==> src/shared/sbr_pkg.sv <==
// Purpose: constants for the serial bit-rate generator
// Assumes: 8-bit register port, byte offsets as printed
// Notes:   shared by the design and the bench side
package sbr_pkg;
    // register offsets
    localparam logic [2:0] SBR_OFS_BIT_RATE_CTRL = 3'h2;
    localparam logic [2:0] SBR_OFS_FLAG_STATUS   = 3'h3;

    // bit-rate control fields
    localparam int         SBR_RSVD_BIT    = 7;
    localparam int         SBR_PRESC_LSB   = 4;
    localparam int         SBR_PRESC_W     = 3;
    localparam int         SBR_RATE_LSB    = 0;
    localparam int         SBR_RATE_W      = 4;
    localparam logic [3:0] SBR_RATE_MAX    = 4'h8;
    localparam logic [7:0] SBR_CTRL_RESET  = 8'h00;
    localparam logic [7:0] SBR_CTRL_WMASK  = 8'h7f;

    // flag status layout: low nibble not implemented
    localparam int         SBR_FLAG_LSB    = 4;
    localparam int         SBR_FLAG_W      = 4;
    localparam logic [3:0] SBR_FLAG_UNIMPL = 4'h0;

    // answer for an unmapped read and idle read data
    localparam logic [7:0] SBR_RD_IDLE     = 8'h00;

    // divider widths: prescaler up to 8, half period up to 256
    localparam int         SBR_PRE_CNT_W   = 3;
    localparam int         SBR_HALF_CNT_W  = 8;
endpackage : sbr_pkg

==> src/rtl/sbr_bit_rate_gen.sv <==
// Purpose: bit-rate generator and flag register shell for a serial master
// Assumes: one clock, register port strobes synchronous to CLK
// Notes:   serial clock runs only while MASTER_MODE is high
`timescale 1ns/1ps

////////////////////////////////////////////////////////////////////////////
// Summary of operation
// [RULE_01] bit 7 of bit-rate control is reserved, read-only, reads zero
// [RULE_02] prescale field bits 6..4 divides by its value plus one
// [RULE_03] prescaler runs from bus clock and alone feeds the rate divider
// [RULE_04] rate field bits 3..0 divides by two to field plus one
// [RULE_05] flag register is read-only; writes do nothing at all
// [RULE_06] flag register bits 3..0 unimplemented and read zero
// [RULE_07] bit-rate control may be read or written at any time
// [RULE_08] divisors drive the serial clock only in master mode
// [RULE_09] serial clock is bus clock over both divisors, balanced phases
module sbr_bit_rate_gen
    import sbr_pkg::*;
#(
    parameter int DATA_W = 8
) (
    input  wire logic              CLK,
    input  wire logic              RST_N,
    input  wire logic [2:0]        ADDR,
    input  wire logic [DATA_W-1:0] WR_DATA,
    input  wire logic              WR_STB,
    input  wire logic              RD_STB,
    output logic      [DATA_W-1:0] RD_DATA,
    input  wire logic              MASTER_MODE,
    input  wire logic [3:0]        FLAG_IN,
    output logic                   BIT_CLK,
    output logic                   BIT_TICK
);

    ////////////////////////////////////////////////////////////////////////
    // helpers

    // effective rate code; reserved codes above eight act as eight
    function automatic logic [SBR_RATE_W-1:0] rate_code(
        input logic [SBR_RATE_W-1:0] code
    );
        rate_code = (code > SBR_RATE_MAX) ? SBR_RATE_MAX : code;
    endfunction : rate_code

    // ticks per half period of the serial clock, minus one
    function automatic logic [SBR_HALF_CNT_W-1:0] half_limit(
        input logic [SBR_RATE_W-1:0] code
    );
        logic [SBR_HALF_CNT_W:0] ones;
        ones = (SBR_HALF_CNT_W+1)'(1) << rate_code(code);
        half_limit = SBR_HALF_CNT_W'(ones - (SBR_HALF_CNT_W+1)'(1));
    endfunction : half_limit

    // address match for one register offset
    function automatic logic addr_hit(
        input logic [2:0] addr,
        input logic [2:0] ofs
    );
        addr_hit = (addr == ofs);
    endfunction : addr_hit

    ////////////////////////////////////////////////////////////////////////
    // address decode

    // qualified strobes, one per register access kind
    logic                      wr_ctrl;
    logic                      rd_ctrl;
    logic                      rd_flag;

    // strobes qualified by offset; the flag offset has no write path,
    // so a write there or to an unmapped offset simply falls away
    assign wr_ctrl = WR_STB &&                                  // RULE_07
                     addr_hit(ADDR, SBR_OFS_BIT_RATE_CTRL);
    assign rd_ctrl = RD_STB &&
                     addr_hit(ADDR, SBR_OFS_BIT_RATE_CTRL);
    assign rd_flag = RD_STB &&
                     addr_hit(ADDR, SBR_OFS_FLAG_STATUS);

    ////////////////////////////////////////////////////////////////////////
    // bit-rate control register

    // stored control byte and its next value
    logic [7:0]                ctrl_reg;
    logic [7:0]                ctrl_next;

    // write lands in any divider state; reserved bit dropped on entry
    always_comb begin
        ctrl_next = ctrl_reg;
        if (wr_ctrl) begin                                      // RULE_07
            ctrl_next = WR_DATA[7:0] & SBR_CTRL_WMASK;          // RULE_01
        end else begin
            ctrl_next = ctrl_reg;
        end
    end

    // control register, cleared by reset
    always_ff @(posedge CLK or negedge RST_N) begin
        if (!RST_N) begin
            ctrl_reg <= SBR_CTRL_RESET;
        end else begin
            ctrl_reg <= ctrl_next;
        end
    end

    // divisor fields and the software view of control
    logic [SBR_PRESC_W-1:0]    presc_sel;
    logic [SBR_RATE_W-1:0]     rate_sel;
    logic [SBR_RATE_W-1:0]     rate_eff;
    logic [7:0]                ctrl_view;

    // fields are read straight from the register, so a change
    // reaches the dividers in the cycle after the write
    assign presc_sel = ctrl_reg[SBR_PRESC_LSB +: SBR_PRESC_W];  // RULE_02
    assign rate_sel  = ctrl_reg[SBR_RATE_LSB +: SBR_RATE_W];    // RULE_04
    assign ctrl_view = ctrl_reg & SBR_CTRL_WMASK;               // RULE_01

    // reserved rate codes read back as written but divide as the top code
    assign rate_eff  = rate_code(rate_sel);                     // RULE_04

    ////////////////////////////////////////////////////////////////////////
    // flag status shell

    // upper flag copy and the assembled read view
    logic [SBR_FLAG_W-1:0]     flag_reg;
    logic [SBR_FLAG_W-1:0]     flag_next;
    logic [7:0]                flag_view;

    // upper flags follow the shift logic; no register write reaches them
    always_comb begin
        flag_next = FLAG_IN;                                    // RULE_05
    end

    // flag copy register
    always_ff @(posedge CLK or negedge RST_N) begin
        if (!RST_N) begin
            flag_reg <= SBR_FLAG_UNIMPL;
        end else begin
            flag_reg <= flag_next;
        end
    end

    // low nibble is not implemented and reads zero
    assign flag_view = {flag_reg, SBR_FLAG_UNIMPL};             // RULE_06

    ////////////////////////////////////////////////////////////////////////
    // read answer

    // registered read data
    logic [DATA_W-1:0]         rd_data_reg;
    logic [DATA_W-1:0]         rd_data_next;

    // answer stands one cycle after the strobe, else idle;
    // unmapped offsets answer with the idle value
    always_comb begin
        rd_data_next = DATA_W'(SBR_RD_IDLE);
        if (rd_ctrl) begin
            rd_data_next = DATA_W'(ctrl_view);
        end else if (rd_flag) begin
            rd_data_next = DATA_W'(flag_view);
        end else begin
            rd_data_next = DATA_W'(SBR_RD_IDLE);
        end
    end

    // read data register
    always_ff @(posedge CLK or negedge RST_N) begin
        if (!RST_N) begin
            rd_data_reg <= DATA_W'(SBR_RD_IDLE);
        end else begin
            rd_data_reg <= rd_data_next;
        end
    end

    assign RD_DATA = rd_data_reg;

    ////////////////////////////////////////////////////////////////////////
    // prescaler

    // bus clock counter and its strobe
    logic [SBR_PRE_CNT_W-1:0]  pre_cnt_reg;
    logic [SBR_PRE_CNT_W-1:0]  pre_cnt_next;
    logic                      pre_tick;

    // strobe once every presc_sel+1 bus clocks; >= ends a count
    // that a lowered prescale setting has already overtaken
    assign pre_tick = (pre_cnt_reg >= presc_sel);               // RULE_02

    // count bus clocks; held cleared outside master mode
    always_comb begin
        pre_cnt_next = pre_cnt_reg;
        if (!MASTER_MODE) begin                                 // RULE_08
            pre_cnt_next = '0;
        end else if (pre_tick) begin                            // RULE_03
            pre_cnt_next = '0;
        end else begin
            pre_cnt_next = pre_cnt_reg + 1'b1;
        end
    end

    // prescaler counter register
    always_ff @(posedge CLK or negedge RST_N) begin
        if (!RST_N) begin
            pre_cnt_reg <= '0;
        end else begin
            pre_cnt_reg <= pre_cnt_next;
        end
    end

    ////////////////////////////////////////////////////////////////////////
    // rate divider

    // prescaler strobe counter within one half period
    logic [SBR_HALF_CNT_W-1:0] half_cnt_reg;
    logic [SBR_HALF_CNT_W-1:0] half_cnt_next;
    logic [SBR_HALF_CNT_W-1:0] half_lim;
    logic                      half_wrap;

    // half period end; only prescaler strobes advance the divider,
    // and >= also ends a half period cut short by a lowered limit
    assign half_lim  = half_limit(rate_eff);                    // RULE_04
    assign half_wrap = MASTER_MODE && pre_tick &&               // RULE_03
                       (half_cnt_reg >= half_lim);

    // count prescaler strobes; cleared at each wrap and as slave
    always_comb begin
        half_cnt_next = half_cnt_reg;
        if (!MASTER_MODE) begin                                 // RULE_08
            half_cnt_next = '0;
        end else if (half_wrap) begin
            half_cnt_next = '0;
        end else if (pre_tick) begin
            half_cnt_next = half_cnt_reg + 1'b1;
        end else begin
            half_cnt_next = half_cnt_reg;
        end
    end

    // rate divider counter register
    always_ff @(posedge CLK or negedge RST_N) begin
        if (!RST_N) begin
            half_cnt_reg <= '0;
        end else begin
            half_cnt_reg <= half_cnt_next;
        end
    end

    ////////////////////////////////////////////////////////////////////////
    // serial clock

    // serial clock level
    logic                      bit_clk_reg;
    logic                      bit_clk_next;

    // toggle at each half period end; equal halves give a balanced
    // clock; forced low outside master mode
    always_comb begin
        bit_clk_next = bit_clk_reg;
        if (!MASTER_MODE) begin                                 // RULE_08
            bit_clk_next = 1'b0;
        end else if (half_wrap) begin                           // RULE_09
            bit_clk_next = ~bit_clk_reg;
        end else begin
            bit_clk_next = bit_clk_reg;
        end
    end

    // serial clock register, idles low
    always_ff @(posedge CLK or negedge RST_N) begin
        if (!RST_N) begin
            bit_clk_reg <= 1'b0;
        end else begin
            bit_clk_reg <= bit_clk_next;
        end
    end

    ////////////////////////////////////////////////////////////////////////
    // serial tick

    // one-cycle marker beside each clock edge
    logic                      tick_reg;
    logic                      tick_next;

    // tick marks the same cycle as each toggle
    always_comb begin
        tick_next = half_wrap;                                  // RULE_09
    end

    // tick register
    always_ff @(posedge CLK or negedge RST_N) begin
        if (!RST_N) begin
            tick_reg <= 1'b0;
        end else begin
            tick_reg <= tick_next;
        end
    end

    ////////////////////////////////////////////////////////////////////////
    // outputs

    // both serial outputs come straight from flip-flops
    assign BIT_CLK  = bit_clk_reg;
    assign BIT_TICK = tick_reg;

endmodule : sbr_bit_rate_gen

==> config.mk <==
export PLATFORM = sky130hd
export DESIGN_NAME = sbr_bit_rate_gen
export DESIGN_NICKNAME = d
export VERILOG_FILES = /design/src/shared/sbr_pkg.sv /design/src/rtl/sbr_bit_rate_gen.sv
export SDC_FILE = /design/constraint.sdc
export NUM_CORES = 1
export LEC_CHECK = 0
export ABC_AREA = 0
export BUFFER_PORTS_ARGS = -buffer_cell sky130_fd_sc_hd__clkbuf_2
export CORE_ASPECT_RATIO = 1.1
export CORE_MARGIN = 1
export CORE_UTILIZATION = 54
export CTS_CLUSTER_SIZE = 12
export DETAILED_ROUTE_END_ITERATION = 6
export PLACE_DENSITY_LB_ADDON = 0.15
export SLEW_MARGIN = 20
export SYNTH_ARGS = -nofsm -noshare
export SYNTH_HDL_FRONTEND = slang
export SYNTH_SLANG_ARGS = --single-unit
export TNS_END_PERCENT = 20
==> constraint.sdc <==
create_clock -name CLK -period 3.2 [get_ports CLK]
set_input_delay 0.48 -clock CLK [delete_from_list [all_inputs] [get_ports CLK]]
set_output_delay 0.48 -clock CLK [all_outputs]
set_load 0.1 [all_outputs]
==> impl_metrics.env <==
export IMPL_place_inst=210
export IMPL_drc_errors=0
export IMPL_path_max_fanout=8
export IMPL_netlist_instances=152
export IMPL_tns_ns=0
export IMPL_grt_pass1_vias=1154
export IMPL_yosysSeqAreaShare_pct=49.3
export IMPL_tritoncts="built"
export IMPL_setup_slack_ns=0.504
export IMPL_syn_nets=186
export IMPL_rsz0062_at_grt="false"
export IMPL_hold_viol=0
export IMPL_slowest_delay_ns=0.45
export IMPL_worstMarginPinSlew_ns=0.781
export IMPL_syn_avg_cell_area_um2=10.7
export IMPL_start_kind="register"
export IMPL_die_area_mm2=0.00323
export IMPL_portBuffers=28
export IMPL_first_iter_violations=16
export IMPL_cts_resized_gates=0
export IMPL_whs_ns=0.218
export IMPL_cts_buffers=5
export IMPL_row_count=20
export IMPL_overflow=0
export IMPL_ys_ff_latch=32
export IMPL_maxCapViolations=0
export IMPL_maxSlewHeadroom_pct=47.9
export IMPL_cp_arrival_ns=2.91
export IMPL_clock_sinks=32
export IMPL_p_clk_share_pct=23.3
export IMPL_clock_latency_ns=0.32
export IMPL_met1_usage_pct=22.0
export IMPL_power_frac_comb_pct=30.6
export IMPL_vdd_drop_max_mv=0.341
export IMPL_core_area_mm2=0.00280
export IMPL_grt_busiest_layer="met2"
export IMPL_hold_buffers=0
export IMPL_post_synth_top_area_fraction_pct=49.3
export IMPL_cts_htree_levels=2
export IMPL_hold_path_class="in2async"
export IMPL_synth_area_leaders="dfrtp_1 49%, ha_1 11%, nor2_1 3.2%"
export IMPL_cp_top_family="compound AO/OA/AOI/OAI gates"
export IMPL_required_ns=3.41
export IMPL_io_pin_count=30
export IMPL_fin_crit_ns=2.70
export IMPL_nets=218
export IMPL_cp_end_kind="register"
export IMPL_post_cts_buffers=0
export IMPL_ys_warnings_count=0
export IMPL_postPlaceCellArea_mm2=0.00180
export IMPL_critPathSlowestCell="dfrtp_1"
export IMPL_crit_type="reg2reg"
export IMPL_viasPerCell=5.73
export IMPL_seq_power_share_pct=46.0
export IMPL_internal_power_mw=0.715
export IMPL_cp_num_buf_inv=0
export IMPL_layout_cells_non_filler=217
export IMPL_cts_buffer_depth=2
export IMPL_ys_types=33
export IMPL_p_per_area_mw_per_mm2=576
export IMPL_stdcell_area_mm2=0.00186
export IMPL_final_period_utilization_pct=84.3
export IMPL_p_leak_nw=0.973
export IMPL_grt_util_met2_pct=35.7
export IMPL_cp_cell_sequence="nor2_1 > nand3_1 > ha_1 > nor3_1 > a21oi_1 > o21a_1 > ha_1 > nand2_1 > o21ai_0 > a211o_2 > o21ai_1 > a22o_1"
export IMPL_crit_top_cell="ha_1"
export IMPL_setup_viol=0
export IMPL_max_freq_mhz=371
export IMPL_place_gp_congestion=0.732
export IMPL_status="finished, final reports clean"
export IMPL_clkTransAtPathRegs_ns=0.09
export IMPL_hpwl_um=2250
export IMPL_pre_cts_ws_ns=0.514
export IMPL_slew_violations=0
export IMPL_skew_ns=0.00310
export IMPL_grt_total_usage_pct=20.2
export IMPL_switching_share_pct=33.3
export IMPL_grt_pass1_wl_um=4590
export IMPL_fp_dieH_um=59.5
export IMPL_grt_max_degree=33
export IMPL_p_sw_mw=0.357
export IMPL_dr_pass1_iters=5
export IMPL_initial_core_util_pct=58.0
export IMPL_vias=1244
export IMPL_ant_nets=0
export IMPL_post_route_util_pct=66.5
export IMPL_netlist_area_mm2=0.00163
export IMPL_die_width_um=54.3
export IMPL_p_total_mw=1.07
export IMPL_postRouteWirelength_um=2940
export IMPL_wire_per_inst_um=13.5
export IMPL_antenna_found_initial=0
export IMPL_drive_above_1_share_pct=24.5
export IMPL_root_buffer="clkbuf_4"
export IMPL_met3_usage_pct=4.62
export IMPL_synth_top_cell_by_area="dfrtp_1"
export IMPL_diodes=0
export IMPL_areaGrowthSynthToFinish_pct=14.6
-- power by group through the flow --
stage	clock network [mW]	logic [mW]	registers, mW
after floorplan	0	0.249	0.504
after global placement	0	0.313	0.499
after detailed placement	0	0.334	0.502
after CTS	0.255	0.335	0.493
after global routing	0.268	0.368	0.500
final	0.250	0.329	0.494
-- cell usage in the layout (no fill, tap or decap), types with 2 or more instances in the layout --
cell      count
and2_1        3
o21ai_0       6
o21a_1        2
nand2b_1      2
mux2i_1       4
ha_1         14
nand3_1       3
inv_1         8
clkbuf_8      2
o21ai_1       6
nor2b_1       5
clkbuf_4      5
and3_1        5
mux2_2        4
a21oi_1       6
a22o_1        6
clkbuf_2     28
nand2_1      10
xnor2_1       2
nor3_1        4
nor2_1       14
dfrtp_1      32
-- per-layer routing --
metal | wire length, um | up-vias
li1 | - | 601
met1 | 1250 | 606
met2 | 1520 | 31
met3 | 123 | 6
met4 | 51 | 0
met5 | 0 | -
-- cell usage after synthesis --
cell       n
dfrtp_1   32
ha_1      14
nor2_1    14
nand2_1   10
inv_1      8
a21oi_1    6
a22o_1     6
o21ai_0    6
o21ai_1    6
and3_1     5
nor2b_1    5
mux2_2     4
mux2i_1    4
nor3_1     4
and2_1     3
clkbuf_1   3
nand3_1    3
nand2b_1   2
o21a_1     2
xnor2_1    2
a2111o_1   1
a211o_2    1
a21o_1     1
a21o_2     1
a31oi_4    1
buf_2      1
nand2b_4   1
nand3b_1   1
nand4_1    1
nor2_4     1
nor4b_1    1
nor4bb_1   1
o31ai_1    1
-- final timing paths --
check,start,end,slack [ns],depth (start not counted)
worst max-delay path,ctrl_reg[1]$_DFFE_PN0P_,half_cnt_reg[3]$_DFFE_PN0P_,0.50,12
worst min-delay path,RST_N,RD_DATA[2]$_DFF_PN0_,0.22,1
worst max register to register,ctrl_reg[1]$_DFFE_PN0P_,half_cnt_reg[3]$_DFFE_PN0P_,0.50,12
worst min register to register,pre_cnt_reg[0]$_DFF_PN0_,pre_cnt_reg[0]$_DFF_PN0_,0.47,1
max in group asynchronous,RST_N,half_cnt_reg[2]$_DFFE_PN0P_,2.49,1
min in group CLK,FLAG_IN[0],flag_reg[0]$_DFF_PN0_,0.25,1
-- worst reg2reg max path, cell delays in order, from the launching register on --
cell and delay, ns:
dfrtp_1 0.45, nor2_1 0.21, nand3_1 0.10, ha_1 0.26, nor3_1 0.15, a21oi_1 0.06, o21a_1 0.18, ha_1 0.29
nand2_1 0.04, o21ai_0 0.25, a211o_2 0.26, o21ai_1 0.10, a22o_1 0.25
-- logic make-up (layout without fill, tap and decap cells) --
family / count (synthesis) / count (layout) / share of synthesized area [%]
AO/OA/AOI/OAI: 32 / 32 / 13.8
XOR/XNOR: 2 / 2 / 1.08
adder cells (fa/ha/maj): 14 / 14 / 10.8
buffers and inverters: 12 / 44 / 2.85
flip-flops: 32 / 32 / 49.3
multiplexers: 8 / 8 / 5.23
AND/OR/NAND/NOR: 52 / 52 / 17.0
-- cell type report --
type	instances	area, um2
tap	33	41.3
timing repair buffer	29	148
fill	239	940
sequential	32	801
inverter	8	30.0
clock buffer	7	65.1
multi-input combinational	108	778
(Power assumes the default switching activity.)
